===== config.mk =====
export PLATFORM = sky130hd
export DESIGN_NAME = sertx_device_flat
export DESIGN_NICKNAME = d
export VERILOG_FILES = /design/src/inc/sertx_pkg.sv /design/src/inc/sertx_if.sv /design/src/rtl/sertx_device.sv /design/src/flat_wrapper.sv
export SDC_FILE = /design/constraint.sdc
export NUM_CORES = 1
export LEC_CHECK = 0
export BUFFER_PORTS_ARGS = -buffer_cell sky130_fd_sc_hd__buf_2
export CELL_PAD_IN_SITES_DETAIL_PLACEMENT = 1
export CELL_PAD_IN_SITES_GLOBAL_PLACEMENT = 2
export CORE_UTILIZATION = 33
export CTS_CLUSTER_SIZE = 14
export DETAILED_ROUTE_END_ITERATION = 10
export PLACE_DENSITY = 0.76
export SYNTH_ARGS = -nofsm -noshare
export SYNTH_HDL_FRONTEND = slang
export SYNTH_SLANG_ARGS = --single-unit

===== constraint.sdc =====
create_clock -name sys_clk -period 2 [get_ports sys_clk]
set_input_delay 0.2 -clock sys_clk [delete_from_list [all_inputs] [get_ports sys_clk]]
set_output_delay 0.2 -clock sys_clk [all_outputs]
set_load 0.01 [all_outputs]

===== src/inc/sertx_pkg.sv =====
// Purpose: shared constants and types for the asynchronous serial transmitter pair
// Assumes: one 250 MHz system clock; instruction cycle is four clocks
// Notes: register offsets belong to the controller's own command port
`default_nettype none
package sertx_pkg;
    // Clock and instruction-cycle pacing
    localparam int unsigned CLK_MHZ = 250;
    localparam logic [1:0] TCY_LAST = 2'h3;
    // Baud multipliers minus one (64, 16, 4)
    localparam logic [5:0] MULT64_LAST = 6'h3F;
    localparam logic [5:0] MULT16_LAST = 6'h0F;
    localparam logic [5:0] MULT4_LAST = 6'h03;
    // Frame layout
    localparam logic [3:0] DATA8_LAST = 4'h7;
    localparam logic [3:0] DATA9_LAST = 4'h8;
    localparam logic LINE_MARK = 1'b1;
    localparam logic LINE_SPACE = 1'b0;
    // Controller register offsets
    localparam logic [3:0] ADDR_CONTROL = 4'h0;
    localparam logic [3:0] ADDR_DIV_LOW = 4'h1;
    localparam logic [3:0] ADDR_DIV_HIGH = 4'h2;
    localparam logic [3:0] ADDR_DATA = 4'h3;
    localparam logic [3:0] ADDR_STATUS = 4'h4;
    localparam logic [3:0] ADDR_GPIO = 4'h5;
    // Control register fields
    localparam int unsigned CTL_TRANSMIT_ENABLE = 0;
    localparam int unsigned CTL_SYNC = 1;
    localparam int unsigned CTL_SERIAL_PORT_ENABLE = 2;
    localparam int unsigned CTL_NINE = 3;
    localparam int unsigned CTL_NINTH = 4;
    localparam int unsigned CTL_POL = 5;
    localparam int unsigned CTL_HIGH_SPEED_BAUD_SELECT = 6;
    localparam int unsigned CTL_WIDE = 7;
    // Transmit states
    typedef enum logic [1:0] {
        TX_IDLE = 2'b00,
        TX_START = 2'b01,
        TX_DATA = 2'b10,
        TX_STOP = 2'b11
    } tx_state_t;
endpackage : sertx_pkg
`default_nettype wire


===== src/inc/sertx_if.sv =====
// Purpose: carrier joining the transmitter device and its controller
// Assumes: both ends clocked by sys_clk
// Notes: the pin is three signals (pin_in, pin_out, pin_oe); the bench resolves the wire
`default_nettype none
interface sertx_if;
    import sertx_pkg::*;
    // Configuration from controller
    logic transmit_enable;
    logic sync_select;
    logic serial_port_enable;
    logic nine_bit_tx_enable;
    logic ninth_tx_bit;
    logic tx_polarity_select;
    logic high_speed_baud_select;
    logic wide_generator_select;
    logic [7:0] baud_divisor_low;
    logic [7:0] baud_divisor_high;
    // Holding buffer write
    logic hold_write;
    logic [7:0] hold_data;
    // Status back to controller
    logic tx_buffer_empty_flag;
    logic shift_empty_status;
    // Pin as seen by the device
    logic pin_in;
    logic pin_out;
    logic pin_oe;
    modport device (
        input transmit_enable, sync_select, serial_port_enable, nine_bit_tx_enable, ninth_tx_bit,
        input tx_polarity_select, high_speed_baud_select, wide_generator_select,
        input baud_divisor_low, baud_divisor_high, hold_write, hold_data, pin_in,
        output tx_buffer_empty_flag, shift_empty_status, pin_out, pin_oe
    );
    modport controller (
        output transmit_enable, sync_select, serial_port_enable, nine_bit_tx_enable, ninth_tx_bit,
        output tx_polarity_select, high_speed_baud_select, wide_generator_select,
        output baud_divisor_low, baud_divisor_high, hold_write, hold_data,
        input tx_buffer_empty_flag, shift_empty_status
    );
endinterface : sertx_if
`default_nettype wire


===== src/rtl/sertx_device.sv =====
// Purpose: asynchronous serial transmitter: holding buffer, shift register, baud generator
// Assumes: configuration is stable while a frame is on the line
// Notes: one stop bit per character; no parity hardware
//   Holding buffer and shift register form a two-deep queue: one character on
//   the line and one waiting. A write while the buffer is full replaces the
//   waiting character, so software checks the buffer-empty flag first.
//   A waiting character moves to the shifter only on an instruction-cycle
//   boundary, so frames are separated by one to four clocks of idle mark.
//   Changing divisor or multiplier selects mid-frame stretches or cuts the bit
//   in flight; software reconfigures only while shift-empty is set.
//   Configuration is read live, not latched per frame, to keep the shifter small.
//   Polarity inversion sits at the pin only, so counters and shifter always work
//   in mark/space terms whatever the line sense.
//   With the port disabled the pin and its enable come straight from the
//   general-purpose side; transmitter state has no effect on it.
// Behaviour
// - Async transmit needs enable, async mode, port enable
// - Port enable makes pin a driven output
// - Software clears analog select before using pin
// - Buffer-empty flag rises when transmit enabled
// - Buffer write starts transmission, loads idle shifter
// - Pending character waits for stop, one cycle transfer
// - Frame starts right after shift register load
// - Polarity bit zero normal, one inverts line
// - Polarity affects data only in async mode
// - NRZ line idles at mark level
// - Start space, eight/nine data, mark stop
// - Each bit lasts one baud period
// - Data least significant bit first
// - Baud generator selectable eight or sixteen bit
// - No hardware parity; ninth bit carries it
// - Disabled transmitter leaves pin to general I/O; here only port enable off does, with port on the pin is driven at mark
// - Shift register loaded only from holding buffer
// - Buffer-empty flag read-only, valid two cycles later
// - Shift-empty set while empty, clear while shifting
// - Nine-bit mode sends ninth bit last
//
// Our own choices: strobed register access and the address map.
`default_nettype none
module sertx_device
    import sertx_pkg::*;
(
    // Clock and reset
    input wire logic sys_clk,
    input wire logic rst_n,
    // Link to controller and pin
    sertx_if.device bus,
    // General-purpose pin side when the port is off
    input wire logic gpio_out,
    input wire logic gpio_oe,
    output logic gpio_in
);
    // Whole device state in one record; nxt is its next-cycle image
    // Line holds the level before polarity, always in mark/space terms
    typedef struct packed {
        tx_state_t state;
        logic [1:0] tcy;
        logic [15:0] brg;
        logic [5:0] mult;
        logic [3:0] bit_idx;
        logic [8:0] shifter;
        logic [8:0] hold;
        logic hold_full;
        logic line;
    } dev_t;

    // Current and next state; cur is the only storage in this module, nxt is combinational
    // Decoded mode, divisor and pacing ticks follow
    dev_t cur;
    dev_t nxt;
    logic active;
    logic [15:0] divisor;
    logic [5:0] mult_last;
    logic bit_tick;
    logic tcy_tick;

    ////////////////////////////////////////////////////////////////////////
    // Mode and baud selection
    // Any of the three controls out of place idles the transmitter
    assign active = bus.transmit_enable && !bus.sync_select && bus.serial_port_enable;
    // Eight-bit generator ignores the high divisor byte
    assign divisor = bus.wide_generator_select ? {bus.baud_divisor_high, bus.baud_divisor_low}
                                               : {8'h00, bus.baud_divisor_low};
    // Multiplier per generator step: both selects 4, either one 16, neither 64
    always_comb begin
        if (bus.high_speed_baud_select && bus.wide_generator_select) begin
            mult_last = MULT4_LAST;
        end else if (bus.high_speed_baud_select || bus.wide_generator_select) begin
            mult_last = MULT16_LAST;
        end else begin
            mult_last = MULT64_LAST;
        end
    end
    assign bit_tick = (cur.mult == mult_last) && (cur.brg == divisor);
    // Free-running four-clock counter paces buffer-to-shifter transfers
    assign tcy_tick = (cur.tcy == TCY_LAST);

    ////////////////////////////////////////////////////////////////////////
    // Next-state logic
    always_comb begin
        nxt = cur;
        nxt.tcy = cur.tcy + 2'h1;
        // Holding buffer written only through the port; shifter has no software path
        // A write with the transmitter inactive is dropped; nothing could send it
        if (bus.hold_write && active) begin
            nxt.hold = {bus.ninth_tx_bit, bus.hold_data};
            nxt.hold_full = 1'b1;
        end
        // Baud counters run only inside a frame. mult counts clocks within one
        // generator step and brg counts steps, so a bit lasts
        // (divisor + 1) * (mult_last + 1) clocks with no divider hardware.
        // Both restart at every bit boundary so bit lengths never drift.
        if (cur.state != TX_IDLE) begin
            if (bit_tick) begin
                nxt.brg = 16'h0000;
                nxt.mult = 6'h00;
            end else if (cur.mult == mult_last) begin
                nxt.mult = 6'h00;
                nxt.brg = cur.brg + 16'h0001;
            end else begin
                nxt.mult = cur.mult + 6'h01;
            end
        end
        case (cur.state)
            TX_IDLE: begin
                // Line rests at mark; reload waits for a held character
                nxt.line = LINE_MARK;
                // Transfer on an instruction-cycle boundary
                if (cur.hold_full && tcy_tick && active) begin
                    nxt.shifter = cur.hold;
                    nxt.hold_full = bus.hold_write;
                    nxt.state = TX_START;
                    nxt.line = LINE_SPACE;
                    nxt.brg = 16'h0000;
                    nxt.mult = 6'h00;
                end
            end
            TX_START: begin
                // Start bit stands one full period, then data bit zero
                if (bit_tick) begin
                    nxt.state = TX_DATA;
                    nxt.bit_idx = 4'h0;
                    nxt.line = cur.shifter[0];
                end
            end
            TX_DATA: begin
                // Ninth bit only in nine-bit mode; it goes out last
                if (bit_tick) begin
                    if (cur.bit_idx == (bus.nine_bit_tx_enable ? DATA9_LAST : DATA8_LAST)) begin
                        nxt.state = TX_STOP;
                        nxt.line = LINE_MARK;
                    end else begin
                        nxt.bit_idx = cur.bit_idx + 4'h1;
                        // Shift right so the next bit always sits at position one
                        nxt.shifter = {1'b0, cur.shifter[8:1]};
                        nxt.line = cur.shifter[1];
                    end
                end
            end
            TX_STOP: begin
                // Stop bit stands one period; idle branch then reloads if a character waits
                if (bit_tick) begin
                    nxt.state = TX_IDLE;
                end
            end
            default: nxt.state = TX_IDLE;
        endcase
        // Dropping the enable aborts the frame and flushes both buffers
        // A cut frame leaves no half character queued; the far receiver sees
        // a long mark and at worst reports a framing error.
        if (!active) begin
            nxt.state = TX_IDLE;
            nxt.hold_full = 1'b0;
            nxt.line = LINE_MARK;
        end
    end

    ////////////////////////////////////////////////////////////////////////
    // State register
    // Reset parks the line at mark so the pin shows idle once the port is on
    always_ff @(posedge sys_clk or negedge rst_n) begin
        if (!rst_n) begin
            cur <= '{state: TX_IDLE, tcy: 2'h0, brg: 16'h0000, mult: 6'h00, bit_idx: 4'h0,
                     shifter: 9'h000, hold: 9'h000, hold_full: 1'b0, line: LINE_MARK};
        end else begin
            cur <= nxt;
        end
    end

    ////////////////////////////////////////////////////////////////////////
    // Status and pin
    // Buffer flag is combinational from the registered full bit. The write
    // pulse is itself registered in the controller, so the flag settles in
    // the second cycle after the software write; polling earlier misleads.
    // Shift-empty covers start, data and stop bits: it falls at load and
    // rises after the stop bit has stood its full period, or on the next edge if a frame is aborted.
    // Neither status raises an interrupt; software polls them.
    assign bus.tx_buffer_empty_flag = active && !cur.hold_full;
    assign bus.shift_empty_status = (cur.state == TX_IDLE);
    // Polarity applies only in async mode
    // With the port off, pin level and enable come from the general-purpose side
    assign bus.pin_out = bus.serial_port_enable
                         ? (cur.line ^ (bus.tx_polarity_select && !bus.sync_select))
                         : gpio_out;
    assign bus.pin_oe = bus.serial_port_enable ? 1'b1 : gpio_oe;
    assign gpio_in = bus.pin_in;
endmodule : sertx_device
`default_nettype wire


===== src/flat_wrapper.sv =====
// flat-port wrapper written by rule: the top's interface ports become plain ports
module sertx_device_flat import sertx_pkg::*;
  (sys_clk, rst_n, gpio_out, gpio_oe, gpio_in, bus_transmit_enable, bus_sync_select, bus_serial_port_enable, bus_nine_bit_tx_enable, bus_ninth_tx_bit, bus_tx_polarity_select, bus_high_speed_baud_select, bus_wide_generator_select, bus_baud_divisor_low, bus_baud_divisor_high, bus_hold_write, bus_hold_data, bus_pin_in, bus_tx_buffer_empty_flag, bus_shift_empty_status, bus_pin_out, bus_pin_oe);
  sertx_if bus_i ();
  input wire logic sys_clk;
  input wire logic rst_n;
  input wire logic gpio_out;
  input wire logic gpio_oe;
  output logic gpio_in;
  input wire logic [$bits(bus_i.transmit_enable)-1:0] bus_transmit_enable;
  input wire logic [$bits(bus_i.sync_select)-1:0] bus_sync_select;
  input wire logic [$bits(bus_i.serial_port_enable)-1:0] bus_serial_port_enable;
  input wire logic [$bits(bus_i.nine_bit_tx_enable)-1:0] bus_nine_bit_tx_enable;
  input wire logic [$bits(bus_i.ninth_tx_bit)-1:0] bus_ninth_tx_bit;
  input wire logic [$bits(bus_i.tx_polarity_select)-1:0] bus_tx_polarity_select;
  input wire logic [$bits(bus_i.high_speed_baud_select)-1:0] bus_high_speed_baud_select;
  input wire logic [$bits(bus_i.wide_generator_select)-1:0] bus_wide_generator_select;
  input wire logic [$bits(bus_i.baud_divisor_low)-1:0] bus_baud_divisor_low;
  input wire logic [$bits(bus_i.baud_divisor_high)-1:0] bus_baud_divisor_high;
  input wire logic [$bits(bus_i.hold_write)-1:0] bus_hold_write;
  input wire logic [$bits(bus_i.hold_data)-1:0] bus_hold_data;
  input wire logic [$bits(bus_i.pin_in)-1:0] bus_pin_in;
  output wire logic [$bits(bus_i.tx_buffer_empty_flag)-1:0] bus_tx_buffer_empty_flag;
  output wire logic [$bits(bus_i.shift_empty_status)-1:0] bus_shift_empty_status;
  output wire logic [$bits(bus_i.pin_out)-1:0] bus_pin_out;
  output wire logic [$bits(bus_i.pin_oe)-1:0] bus_pin_oe;
  assign bus_i.transmit_enable = bus_transmit_enable;
  assign bus_i.sync_select = bus_sync_select;
  assign bus_i.serial_port_enable = bus_serial_port_enable;
  assign bus_i.nine_bit_tx_enable = bus_nine_bit_tx_enable;
  assign bus_i.ninth_tx_bit = bus_ninth_tx_bit;
  assign bus_i.tx_polarity_select = bus_tx_polarity_select;
  assign bus_i.high_speed_baud_select = bus_high_speed_baud_select;
  assign bus_i.wide_generator_select = bus_wide_generator_select;
  assign bus_i.baud_divisor_low = bus_baud_divisor_low;
  assign bus_i.baud_divisor_high = bus_baud_divisor_high;
  assign bus_i.hold_write = bus_hold_write;
  assign bus_i.hold_data = bus_hold_data;
  assign bus_i.pin_in = bus_pin_in;
  assign bus_tx_buffer_empty_flag = bus_i.tx_buffer_empty_flag;
  assign bus_shift_empty_status = bus_i.shift_empty_status;
  assign bus_pin_out = bus_i.pin_out;
  assign bus_pin_oe = bus_i.pin_oe;
  sertx_device u_core (.sys_clk(sys_clk), .rst_n(rst_n), .bus(bus_i), .gpio_out(gpio_out), .gpio_oe(gpio_oe), .gpio_in(gpio_in));
endmodule

==> flow_summary.toml <==
[yosys]
synth-edff-count = 0
yosysWarnings = 0
syn_area_per_cell_sq_um = 9.309
ys_top_cells_by_area = "dfrtp_1, mux2_2, nand2_1"
synth_cell_type_count = 69
synth_top_cell_area_share_pct = 36.90
synthFlopType = "dfrtp_1"
ys_seq_area_share_pct = 37.69
syn_inst = 357
yosys_register_bits = 50
post-synth-top-count-cell = "dfrtp_1"
synth_commonest_cells = "dfrtp_1, nand2_1, a21oi_1"
ys_async_sr_fraction_pct = 100.0
syn_nets = 403
synth_top_cell_by_area = "dfrtp_1"
syn_area_sq_um = 3323

[sta]
setup_viol = 6
min_period_ps = 2029
slew_headroom_pct = 60.87
drv_slew = 0
skew_ps = 8.994
hold_viol_final = 0
worst_slew_pin_slew_ps = 587.0
setup_slack_ps = -29.45
period_share_pct = 101.5
fmax_mhz = 492.7
rsz0062_at_grt = "yes"

[worst_setup_path]
rrSetupSlack_ps = -30
critical_path_class = "flip-flop to flip-flop"
r2r-end = "u_core.cur[32]$_DFF_PN0_"
crit_path_end = "u_core.cur[32]$_DFF_PN0_"
worst_ep_required_time_ps = 2200
reg2reg_from = "u_core.cur[27]$_DFF_PN0_"
worstPathMaxFanout = 7
cp-end-kind = "flip-flop"
cp-start-kind = "flip-flop"
rr_worst_depth = 7
cp.arrival_ps = 2230
worstSetupStartpoint = "u_core.cur[27]$_DFF_PN0_"

[detailed_routing]
wire_per_inst_microns = 17.14
wl_met2_microns = 5066
route.top_layer_used = "met4"
via_per_inst = 5.460
drc_errors = 0
dr.first_iter.drc_count = 118
totalWireLength_microns = 9939
wl_met1_microns = 4530
dr.pass1.iters = 4
num_vias = 3167
met3_wirelength_microns = 283
ant_nets = 0

[die]
start_util_pct = 34.00
core_sq_um = 9774
rows = 36
die_h_microns = 102.4
die-width_microns = 102.4
die_area_sq_um = 10480
num_io_pins = 43

[pwr]
cellPowerDensity_nw_per_um2 = 549.2
leakage_uw = 0.001896
ir_worst_vdd_v = 0.0003163

[min_path]
hold_path.class = "input pin to flip-flop"

[flow_run]
drv_cap = 0

[layout]
layout.cells.non_filler = 580
syn_to_final_growth_pct = 31.55
largestRegisters = "u_core.cur: 50 flops"
top_register = "u_core.cur"
design_area_sq_um = 4372
antenna_cells = 0
fillers = 1182
drive_gt1_share_pct = 36.47
layout.nets = 492
largest_register_ffs = 50

[global_route]
grt_pass1_vias = 3220
antenna_found_initial = 0
track_usage_pct = 19.63
grt.overflow.total = 0
grt_max_degree = 28
grt_pass1_wl_microns = 16060

[clock_network]
clk_pin_slew_ps = 110
clock-sinks = 50
h-tree-depth = 2
cts_tree = "yes"
clockRootBuffer = "clkbuf_8"
clock_insertion_delay_worst_skew_ps = 320
clock_path_buffers = 2
cts_made_buffers = 5

[place]
gp_congestion = 0.8219
place_ws_ps = -125.9
placed_cell_area_sq_um = 3991
dpl.cell_count = 562
port_buffers = 40
hpwl_microns = 7126

[run_status]
status = "complete, but fails checks"
violations = "setup timing"
==> worst max-delay path, stage by stage, from the launching register on <==
cell,delay (ps)
dfrtp_1,420
nor3b_2,270
o211ai_4,160
a21oi_4,290
a41oi_4,260
buf_6,220
a31oi_1,210
a21oi_1,80
==> how the worst min path moves through the flow <==
stage | startpoint | end | depth (start not counted) | slack, ps
after floorplan | rst_n | u_core.cur[10]$_DFFE_PN0P_ | 0 | -100
after global placement | rst_n | u_core.cur[29]$_DFF_PN0_ | 1 | 240
after detailed placement | rst_n | u_core.cur[29]$_DFF_PN0_ | 1 | 240
after CTS | bus_hold_data[0] | u_core.cur[2]$_DFFE_PN0P_ | 2 | 100
after global routing | bus_hold_data[4] | u_core.cur[6]$_DFFE_PN0P_ | 2 | 100
final | bus_hold_data[7] | u_core.cur[9]$_DFFE_PN0P_ | 2 | 100
==> layer usage <==
layer  vias up  global-route usage (%)
met3         6                   3.420
met5         -                       0
met4         0                   3.187
met1      1586                   25.52
met2        47                   34.54
li1       1528                       -
==> where the power goes <==
group          switching [uW]  internal [uW]
Combinational             206            223
Sequential               85.2           1120
Clock                     394            376
Total                     685           1720
==> cells in the final DEF (no fill, tap or decap), types with 5 or more instances in the layout <==
cell type	count
and4_1	9
o21ai_0	14
dfrtp_1	47
nand3_1	14
and3_1	6
inv_1	11
a21o_1	6
o211ai_1	10
mux2_2	14
a21oi_1	25
xnor2_1	6
nand4_1	15
buf_6	10
a31oi_1	9
xor2_1	8
buf_2	41
ha_1	6
nor2_1	10
nand2_1	41
clkbuf_8	5
buf_4	45
==> logic make-up after synthesis <==
kind of cell,share of synthesized area [%]
AOI/OAI and AO/OA,21.01
buffers and inverters,5.158
adders and majority gates,3.012
xor gates and xnor gates,3.690
DFF,37.69
and+or+nand+nor,22.48
muxes,6.965
==> per-stage QoR <==
stage	setup TNS (ps)	hold slack [ps]	utilization [%]	power [uW]
finish	-123.4	99.91	44.73	2401
global placement	-12.90	236.2	40.83	1584
detailed placement	-1454	239.5	40.83	1607
floorplan	-40.03	-95.59	-	1414
global route	-2191	95.83	44.73	2518
CTS	-821.6	97.14	42.60	2377
==> what timing repair did <==
action                                 4_1_cts  5_1_grt
setup endpoints to repair                   26       32
pin swaps                                    5       17
gates resized for setup                      7       35
buffers inserted                             2        4
hold buffers                                 1        0
endpoints found under the hold margin       22        0
gates cloned                                 1        2
==> cell type report <==
cell class                 instances  area, sq um  area share [%]
multi-input combinational        276         2047           46.82
sequential                        50         1255           28.71
timing repair buffer             101        745.7           17.06
tap                              133        166.4           3.807
clock buffer                       5        68.82           1.574
inverter                          12        45.04           1.030
clock inverter                     3        43.79           1.002
Power figures use the tool's default switching activity.
